==> config.mk <==
export PLATFORM = sky130hd
export DESIGN_NAME = sar_adc_ctl
export DESIGN_NICKNAME = d
export VERILOG_FILES = /design/src/adc_ctl_pkg.sv /design/src/pin_sync.sv /design/src/result_shifter.sv /design/src/sar_adc_ctl.sv
export VERILOG_INCLUDE_DIRS = /design/src
export SDC_FILE = /design/constraint.sdc
export NUM_CORES = 1
export LEC_CHECK = 0
export CORE_MARGIN = 4
export CORE_UTILIZATION = 45
export DETAILED_ROUTE_END_ITERATION = 10
export DONT_BUFFER_PORTS = 1
export SLEW_MARGIN = 20
export SYNTH_ARGS = -nofsm -noshare
export SYNTH_HDL_FRONTEND = slang
export SYNTH_SLANG_ARGS = --single-unit
==> constraint.sdc <==
create_clock -name mclk_in -period 2.03 [get_ports mclk_in]
set_input_delay 0.203 -clock mclk_in [delete_from_list [all_inputs] [get_ports mclk_in]]
set_output_delay 0.203 -clock mclk_in [all_outputs]
set_load 0.005 [all_outputs]
==> src/adc_ctl_defines.svh <==
// Named constants of the converter control block.
`ifndef ADC_CTL_DEFINES_SVH
`define ADC_CTL_DEFINES_SVH

// ****************************************
// Widths
// ****************************************
`define RESULT_W 12
`define RESULT_MSB 11
`define CNT_W 11
`define BIT_CNT_W 4
`define SYNC_W 3

// ****************************************
// Pin positions inside the synchroniser
// ****************************************
`define PIN_CST 0
`define PIN_CS 1
`define PIN_SCLK 2

// ****************************************
// Timing
// ****************************************
`define CLK_PERIOD_NS 50
`define CONV_TIME_NS 650
`define PWRUP_TIME_US 100
`define CONV_CYCLES ((`CONV_TIME_NS + `CLK_PERIOD_NS - 1) / `CLK_PERIOD_NS)
`define PWRUP_CYCLES ((`PWRUP_TIME_US * 1000 + `CLK_PERIOD_NS - 1) / `CLK_PERIOD_NS)
`define CONV_LOAD (`CNT_W'(`CONV_CYCLES - 1))
`define PWRUP_LOAD (`CNT_W'(`PWRUP_CYCLES - 1))
`define CNT_ZERO 11'h000

// ****************************************
// Serial frame
// ****************************************
`define LAST_BIT_CNT 4'hc
`define FIRST_BIT_CNT 4'h1
`define BIT_CNT_ZERO 4'h0
`define RESULT_ZERO 12'h000

`endif

==> src/adc_ctl_pkg.sv <==
// Types shared by the converter control block.
`include "adc_ctl_defines.svh"

package adc_ctl_pkg;

	typedef enum logic [1:0] {
		ST_TRACK = 2'b00,
		ST_CONVERT = 2'b01,
		ST_POWER_DOWN = 2'b10,
		ST_WAKE = 2'b11
	} ctl_state_type;

	typedef struct packed {
		logic sclk;
		logic frame_select_n;
		logic conversion_start_n;
	} pins_type;

	typedef struct packed {
		ctl_state_type st;
		logic [`CNT_W-1:0] cnt;
		logic [`RESULT_W-1:0] result;
		logic cst_prev;
		logic cs_prev;
		logic sclk_prev;
		logic busy_en;
		logic busy_go;
		logic switch_closed;
		logic analog_on;
	} ctl_regs_type;

	typedef struct packed {
		logic [`RESULT_W-1:0] shreg;
		logic [`BIT_CNT_W-1:0] cnt;
		logic data;
		logic drive;
	} shift_regs_type;

endpackage : adc_ctl_pkg

==> src/pin_sync.sv <==
// Two-stage synchronisers for the host pins.
`timescale 1ns/1ps

module pin_sync (
	input wire logic mclk_in,
	input wire logic sys_rst_in,
	input wire logic clk_en_in,
	input wire adc_ctl_pkg::pins_type pins_in,
	output adc_ctl_pkg::pins_type pins_out
);
	import adc_ctl_pkg::*;

	logic [`SYNC_W-1:0] raw;
	logic [`SYNC_W-1:0] stable;

	assign raw = pins_in;
	assign pins_out = stable;

	// Reset level is high on every pin, so no false start or select edge follows reset; sclk rests low and can show one false fall.
	for (genvar i = 0; i < `SYNC_W; i++) begin : g_bit
		typedef struct packed {
			logic s1;
			logic s2;
		} sync_regs_type;
		sync_regs_type regs_q;
		sync_regs_type regs_d;

		always_comb begin
			regs_d.s1 = raw[i];
			regs_d.s2 = regs_q.s1;
		end

		always_ff @(posedge mclk_in) begin
			if (sys_rst_in) begin
				regs_q <= '1;
			end else if (clk_en_in) begin
				regs_q <= regs_d;
			end
		end

		assign stable[i] = regs_q.s2;
	end

endmodule : pin_sync

==> src/result_shifter.sv <==
// Twelve-bit output shift register driving the serial result pin.
`timescale 1ns/1ps

module result_shifter (
	input wire logic mclk_in,
	input wire logic sys_rst_in,
	input wire logic clk_en_in,
	input wire logic [`RESULT_W-1:0] result_in,
	input wire logic busy_start_in,
	input wire logic frame_open_in,
	input wire logic frame_close_in,
	input wire logic shift_in,
	output logic serial_result_out,
	output logic serial_result_oe_n_out
);
	import adc_ctl_pkg::*;

	shift_regs_type regs_q;
	shift_regs_type regs_d;

	always_comb begin
		regs_d = regs_q;
		if (frame_close_in) begin
			regs_d.drive = 1'b0;
		end else if (busy_start_in) begin
			regs_d.drive = 1'b1;
			regs_d.data = 1'b0;
			regs_d.shreg = result_in;
			regs_d.cnt = `BIT_CNT_ZERO;
		end else if (frame_open_in) begin
			regs_d.drive = 1'b1;
			regs_d.data = result_in[`RESULT_MSB];
			regs_d.shreg = {result_in[`RESULT_MSB-1:0], 1'b0};
			regs_d.cnt = `FIRST_BIT_CNT;
		end else if (shift_in && regs_q.drive) begin
			// The edge after the last bit releases the pin.
			if (regs_q.cnt == `LAST_BIT_CNT) begin
				regs_d.drive = 1'b0;
			end else begin
				regs_d.data = regs_q.shreg[`RESULT_MSB];
				regs_d.shreg = {regs_q.shreg[`RESULT_MSB-1:0], 1'b0};
				regs_d.cnt = regs_q.cnt + `FIRST_BIT_CNT;
			end
		end
	end

	always_ff @(posedge mclk_in) begin
		if (sys_rst_in) begin
			regs_q <= '0;
		end else if (clk_en_in) begin
			regs_q <= regs_d;
		end
	end

	assign serial_result_out = regs_q.data;
	assign serial_result_oe_n_out = !regs_q.drive;

endmodule : result_shifter

==> src/sar_adc_ctl.sv <==
// Conversion timing, power mode and serial readout control of a 12-bit converter.
`timescale 1ns/1ps

module sar_adc_ctl (
	input wire logic mclk_in,
	input wire logic sys_rst_in,
	input wire logic clk_en_in,
	input wire logic conversion_start_n_in,
	input wire logic frame_select_n_in,
	input wire logic serial_clk_in,
	input wire logic [`RESULT_W-1:0] analog_code_in,
	output logic serial_result_out,
	output logic serial_result_oe_n_out,
	output logic sample_switch_closed_out,
	output logic analog_power_on_out,
	output logic converting_out,
	output logic powering_up_out,
	output logic power_down_out
);
	import adc_ctl_pkg::*;

	// ****************************************
	// Pin synchronisation and edges
	// ****************************************
	pins_type pins_raw;
	pins_type pins_sync;
	ctl_regs_type regs_q;
	ctl_regs_type regs_d;
	logic cst_fall;
	logic cst_rise;
	logic cs_fall;
	logic cs_rise;
	logic sclk_fall;
	logic eoc;
	logic wake_done;

	assign pins_raw.conversion_start_n = conversion_start_n_in;
	assign pins_raw.frame_select_n = frame_select_n_in;
	assign pins_raw.sclk = serial_clk_in;

	pin_sync u_sync (
		.mclk_in(mclk_in),
		.sys_rst_in(sys_rst_in),
		.clk_en_in(clk_en_in),
		.pins_in(pins_raw),
		.pins_out(pins_sync)
	);

	assign cst_fall = regs_q.cst_prev && !pins_sync.conversion_start_n;
	assign cst_rise = !regs_q.cst_prev && pins_sync.conversion_start_n;
	assign cs_fall = regs_q.cs_prev && !pins_sync.frame_select_n;
	assign cs_rise = !regs_q.cs_prev && pins_sync.frame_select_n;
	assign sclk_fall = regs_q.sclk_prev && !pins_sync.sclk;
	assign eoc = (regs_q.st == ST_CONVERT) && (regs_q.cnt == `CNT_ZERO);
	assign wake_done = (regs_q.st == ST_WAKE) && (regs_q.cnt == `CNT_ZERO);

	// ****************************************
	// Conversion and power mode control
	// ****************************************
	always_comb begin
		regs_d = regs_q;
		regs_d.cst_prev = pins_sync.conversion_start_n;
		regs_d.cs_prev = pins_sync.frame_select_n;
		regs_d.sclk_prev = pins_sync.sclk;
		regs_d.busy_go = 1'b0;
		unique case (regs_q.st)
			ST_TRACK: begin
				if (cst_fall) begin
					regs_d.st = ST_CONVERT;
					regs_d.cnt = `CONV_LOAD;
					regs_d.switch_closed = 1'b0;
				end
			end
			ST_CONVERT: begin
				// Further start edges fall through here unseen.
				if (eoc) begin
					regs_d.result = analog_code_in;
					regs_d.switch_closed = 1'b1;
					regs_d.busy_en = !pins_sync.frame_select_n;
					regs_d.busy_go = regs_q.busy_en && !pins_sync.frame_select_n;
					if (pins_sync.conversion_start_n) begin
						regs_d.st = ST_TRACK;
					end else begin
						regs_d.st = ST_POWER_DOWN;
						regs_d.analog_on = 1'b0;
					end
				end else begin
					regs_d.cnt = regs_q.cnt - `CNT_W'(1);
				end
			end
			ST_POWER_DOWN: begin
				// A start pin left low keeps the part down; only a rise wakes it.
				if (cst_rise) begin
					regs_d.st = ST_WAKE;
					regs_d.cnt = `PWRUP_LOAD;
					regs_d.analog_on = 1'b1;
				end
			end
			ST_WAKE: begin
				if (wake_done) begin
					regs_d.st = ST_TRACK;
				end else begin
					regs_d.cnt = regs_q.cnt - `CNT_W'(1);
				end
			end
		endcase
	end

	always_ff @(posedge mclk_in) begin
		if (sys_rst_in) begin
			regs_q.st <= ST_TRACK;
			regs_q.cnt <= `CNT_ZERO;
			regs_q.result <= `RESULT_ZERO;
			regs_q.cst_prev <= 1'b1;
			regs_q.cs_prev <= 1'b1;
			regs_q.sclk_prev <= 1'b0;
			regs_q.busy_en <= 1'b0;
			regs_q.busy_go <= 1'b0;
			regs_q.switch_closed <= 1'b1;
			regs_q.analog_on <= 1'b1;
		end else if (clk_en_in) begin
			regs_q <= regs_d;
		end
	end

	assign sample_switch_closed_out = regs_q.switch_closed;
	assign analog_power_on_out = regs_q.analog_on;
	assign converting_out = (regs_q.st == ST_CONVERT);
	assign powering_up_out = (regs_q.st == ST_WAKE);
	assign power_down_out = (regs_q.st == ST_POWER_DOWN);

	// ****************************************
	// Serial readout
	// ****************************************
	logic frame_open;

	// A frame opened mid-conversion would show a stale word, so a select fall during a conversion opens no frame.
	assign frame_open = cs_fall && (regs_q.st != ST_CONVERT);

	result_shifter u_shift (
		.mclk_in(mclk_in),
		.sys_rst_in(sys_rst_in),
		.clk_en_in(clk_en_in),
		.result_in(regs_q.result),
		.busy_start_in(regs_q.busy_go),
		.frame_open_in(frame_open),
		.frame_close_in(cs_rise),
		.shift_in(sclk_fall),
		.serial_result_out(serial_result_out),
		.serial_result_oe_n_out(serial_result_oe_n_out)
	);

	logic [`BIT_CNT_W-1:0] sclk_seen;
	always_ff @(posedge mclk_in) begin
		if (sys_rst_in || cs_fall || regs_q.busy_go) begin
			sclk_seen <= `BIT_CNT_ZERO;
		end else if (clk_en_in && sclk_fall && sclk_seen != 4'hf) begin
			sclk_seen <= sclk_seen + 4'h1;
		end
	end
endmodule : sar_adc_ctl

# Word level (Yosys, flattened, before mapping)
# Cells that the tools add are included.
[op_classes] n_lt_le_gt_ge=0 n_reduce_logical=30 bitwise_logic=1 n_eq_ne=13 n_div=0 n_addsub=2 n_mul=0 n_mux=21 n_shift=0
[ops] cell="$mux 18" count=3
[ops] cell="$pmux 13 s4" count=1
[ops] cell="$mux 13" count=2
[ops] cell="$mux 11" count=2
[ops] cell="$mux 17" count=1
[ops] cell="$reduce_and 5->1" count=3
[ops] cell="$logic_not 11->1" count=1
[ops] cell="$sub 11x1->11 const B" count=1
[ops] cell="$logic_and 1x1->1" count=10
[ops] cell="$ne 2x1->1 const B" count=4
[ops] cell="$ne 2x2->1 const B" count=4
[ops] cell="$reduce_and 4->1" count=2
[ops] cell="$reduce_bool 4->1" count=2
[ops] cell="$logic_not 1->1" count=6
[ops] cell="$mux 1" count=6
[ops] cell="$mux 2" count=3
[ops] cell="$reduce_and 3->1" count=2
[ops] cell="$add 4x1->4 const B" count=1
[ops] cell="$eq 2x2->1 const B" count=2
[ops] cell="$eq 4x4->1 const B" count=1
[ops] cell="$pmux 1 s2" count=2
[ops] cell="$reduce_bool 2->1" count=2
[ops] cell="$mux 3" count=1
[ops] cell="$ne 3x3->1 const B" count=1
[ops] cell="4 further kinds" count=4
[word_totals] latch_bits=0 mem_count=0 ff_bits=56 ram_bits=0 rom_bits=0

# Longest topological paths before layout
[depth] ltp_word=7 ltp_mapped=7 ltp_nobuf=6

# Hierarchy
# A second synthesis with hierarchy kept.
[hier_totals] hier_cells=347 area_unflattened_um2=3042.9
[by_module_without_submodules] module="sar_adc_ctl" area_each_um2=1670.4 seq_area_each_um2=640.6 cells_each=203 n_inst=1
[by_module_without_submodules] module="result_shifter" area_each_um2=1139.8 seq_area_each_um2=360.3 cells_each=125 n_inst=1
[by_module_without_submodules] module="pin_sync" area_each_um2=232.7 seq_area_each_um2=120.1 cells_each=19 n_inst=1

# Least setup slack after synthesis
# Ideal clock, no wire load.
[synth_path] path_type="reg-to-reg" startpoint="register regs_q[19] in the netlist's numbering" endpoint="register regs_q (netlist bit analog_power_on_out)" t_arrival_ns=1.678 setup_slack_ns=0.215 period_less_slack_ns=1.815 stages_incl_launch_ff=8 n_path_buf=1 path_cell_list="dfxtp_1 > inv_1 > ha_1 > nor4b_4 > nand4_4 > buf_4 > o21ai_0 > nand3_1"
[synth_via] elab_chain_cells=4
[synth_rtl] item="from (decl)" line="sar_adc_ctl.sv:27" text="ctl_regs_type regs_q;"
[synth_rtl] item="from (signal assigned)" line="sar_adc_ctl.sv:122" text="regs_q <= regs_d;"
[synth_rtl] item="$logic_not 11->1 (no line)"
[synth_rtl] item="$logic_and 1x1->1" line="sar_adc_ctl.sv:54" text="assign eoc = (regs_q.st == ST_CONVERT) && (regs_q.cnt == `CNT_ZERO);"
[synth_rtl] item="$ne 2x1->1 (no line)"
[synth_rtl] item="$reduce_and 5->1 (no line)"
# Every way passes these cells.
# A chain may end at the register's enable or synchronous reset.

# Worst setup path after layout
[layout_path] startpoint="register regs_q[19] in the netlist's numbering" endpoint="register regs_q[25] in the netlist's numbering"
[layout_via] elab_chain_cells=4 elab_cells_between_ends=10 cone_classes="add/sub: 1; eq/ne: 2; mux: 3; reduce/logical: 4"
[layout_rtl] item="parallel branches: the longest is 4 deep, another holds $sub 11x1->11"
# Several ways; the timed one is not identified. The select of a mux whose other input is x is not followed.

==> flow_summary.json <==
{
  "netlist-cell-type-count": 49,
  "antenna_left": 0,
  "clkPwrFrac_pct": 32.9,
  "die_height_um": 86.1,
  "grt_remaining_overflow": 0,
  "status": "completed",
  "finalWirelength_mm": 6.53,
  "end_kind": "register",
  "syn_area_um2": 2740,
  "fin_crit_ns": 1.91,
  "finalMaxSlewViolations": 0,
  "rsz0062_at_grt": "no",
  "dp.cells": 381,
  "diodes": 0,
  "synth-warning-count": 0,
  "worstMarginPinSlew_ns": 0.759,
  "dp_slack_ns": 0.152,
  "yosys.area.top_type": "dfxtp_1",
  "rrSetupSlack_ns": 0.12,
  "path_clk_slew_ns": 0.10,
  "slew_headroom_pct": 49.2,
  "p_int_mw": 1.45,
  "finalSetupViolations": 0,
  "rows": 28,
  "synth_top_area_share_pct": 40.9,
  "ys_seq_area_share_pct": 40.9,
  "hold_class": "in -> reg",
  "drive_gt1_share_pct": 10.7,
  "placed_area_um2": 2860,
  "syn_avg_cell_area_um2": 8.76,
  "comb_power_share_pct": 9.4,
  "dp.final_hpwl_mm": 4.28,
  "io_buffers": 0,
  "tns_ns": 0,
  "grt_max_degree": 30,
  "globalRouteTotalUtil_pct": 18.6,
  "fmax_ghz": 0.523,
  "htree_levels": 2,
  "fillCellCount": 572,
  "criticalPathCategory": "reg -> reg",
  "clock_latency_ns": 0.31,
  "irDropWorstVdd_mv": 0.395,
  "cp_max_fo": 3,
  "synthToLayoutAreaGrowth_pct": 9.22,
  "switchingPower_uw": 520,
  "vias_per_cell": 6.02,
  "finalPower_mw": 1.97,
  "fin_crit_sh_pct": 94.2,
  "cp_top_family": "simple AND/OR/NAND/NOR gates",
  "synthCells": 313,
  "gp_congestion": 0.813,
  "yosys.cell_count.top_type": "dfxtp_1",
  "leakage_nw": 1.21,
  "fin_ws_ns": 0.118,
  "finalHoldViolations": 0,
  "seq_area_um2": 1120,
  "multi_input_area_um2": 1490,
  "pwr-share-seq_pct": 57.7,
  "num_io_pins": 25,
  "finClkSkew_ns": 0.00724,
  "dieArea_um2": 7410,
  "slowest_stage": "or4b_2",
  "cts_root_buf": "clkbuf_8",
  "grt_pass1_wl_mm": 11.2,
  "synth_edf_count": 0,
  "drc": 0,
  "detail_route.wl_per_cell_um": 16.7,
  "cap_violations": 0,
  "nNetsFinal": 337,
  "fin_cells": 392,
  "synthArstFlopShare_pct": 0,
  "cts_tree": "built",
  "yosys-top-cells-count": "dfxtp_1, nor2_1, nand2_1",
  "stdcell_area_um2": 3000,
  "coreArea_um2": 5920,
  "synthFlopType": "dfxtp_1",
  "required_ns": 2.25,
  "die_x_um": 86.1,
  "synth_fp_nets": 334,
  "drt_iter0_markers": 208,
  "p_sw_share_pct": 26.4,
  "clockBufferDepth": 2,
  "grt_pass1_vias": 2224,
  "cp_data_arrival_time_ns": 2.13,
  "clock-sinks": 56,
  "cp_slowest_stage_delay_ns": 0.61,
  "start_util_pct": 46.3,
  "synth_area_leaders": "dfxtp_1, mux2i_1, o32ai_1, a211oi_1, nor2_1",
  "p_per_area_nw_per_um2": 657,
  "cp_num_buf_inv": 1,
  "vias": 2361,
  "antenna_found_initial": 0,
  "start_kind": "register",
  "cts_buffers": 5,
  "ys_ff_latch": 56,
  "dr.pass1.iters": 4,
  "crit_chain": "inv_1, ha_2, or4b_2, a211oi_2, o21ai_0, a31o_2"
}
==> power by group through the flow <==
stage	clock network (mW)	registers (mW)	logic, mW
floorplan	0	1.16	0.133
global placement	0	1.16	0.164
detailed placement	0	1.16	0.166
CTS	0.673	1.14	0.180
global route	0.715	1.14	0.205
finish	0.646	1.14	0.186
==> layout by cell type (no fill, tap or decap), types with 2 or more instances in the layout <==
cell and count:
clkbuf_8 5, nor4_1 2, o31ai_1 7, ha_1 2, mux2i_1 22, or3_1 2
nor2b_1 4, nand4_1 2, dfxtp_1 56, buf_4 15, o31a_1 2, and3_1 14
inv_6 2, nor2_1 30, nand2_1 27, nor3_1 4, or4_1 5, a31oi_1 7
dlygate4sd3_1 2, a211oi_1 14, inv_1 15, o21ai_0 9, a41oi_1 2, a21oi_1 13
o32ai_1 13, nand2b_1 3, nand3_1 9, and3b_1 2, a2111oi_0 3
==> worst reg2reg max path: stages, from the launching register on <==
cell and delay, ns:
dfxtp_1 0.34, inv_1 0.09, ha_2 0.21, or4b_2 0.61
a211oi_2 0.22, o21ai_0 0.10, a31o_2 0.26
==> flip-flops by register name (all words and copies together) (netlist names), named ones only <==
register and count:
u_shift.regs_q 17, regs_q 29, u_sync.g_bit.regs_d 3, u_sync.pins_out 3
sample_switch_closed_out 1, u_shift.serial_result_out 1, analog_power_on_out 1
==> layer usage <==
metal,part of all wire [%],up-vias,GRT usage (%)
li1,-,1175,-
met1,52,1121,28.9
met2,41,61,25.4
met3,5.3,4,3.75
met4,1.0,0,5.61
met5,0,-,0
==> cells by family (layout without fill, tap and decap cells) <==
group,after synthesis,count (layout),synth area share [%]
and+or+nand+nor,113,113,22.5
AOI/OAI and AO/OA,82,82,21.8
DFF,56,56,40.9
buffers and inverters,37,41,5.43
muxes,22,22,8.03
adders and majority gates,3,3,1.37
==> path summary, 6_finish.rpt <==
| check | startpoint | endpoint | depth (start not counted) |
|---|---|---|---|
| setup / recovery | regs_q[19] | regs_q[25] | 6 |
| hold reg to reg | regs_q[3] | regs_q[3] | 2 |
| setup reg to reg | regs_q[19] | regs_q[25] | 6 |
| hold / removal | conversion_start_n_in | u_sync.g_bit[0].regs_d[0] | 2 |
==> timing repair <==
item,in CTS,in global routing
setup buffers,0,0
resized for setup,0,3
endpoints found under the hold margin,27,1
hold buffers,2,1
endpoints found under the setup margin,0,11
==> stage by stage <==
step           hold slack [ns]  utilization, %
2_1_floorplan            0.331               -
3_3_place_gp             0.278            48.2
3_5_place_dp             0.279            48.2
4_1_cts                0.00106            50.2
5_1_grt                0.00154            50.6
6_report                0.0161            50.6
==> area by class of cell <==
class,instances,share of cell area [%]
clock buffer,5,2.30
sequential,56,37.4
tap,75,3.13
inverter,15,1.88
timing repair buffer,18,4.59
multi-input combinational,220,49.8
clock inverter,3,0.877
No activity file was read; power rests on OpenSTA's default activity.
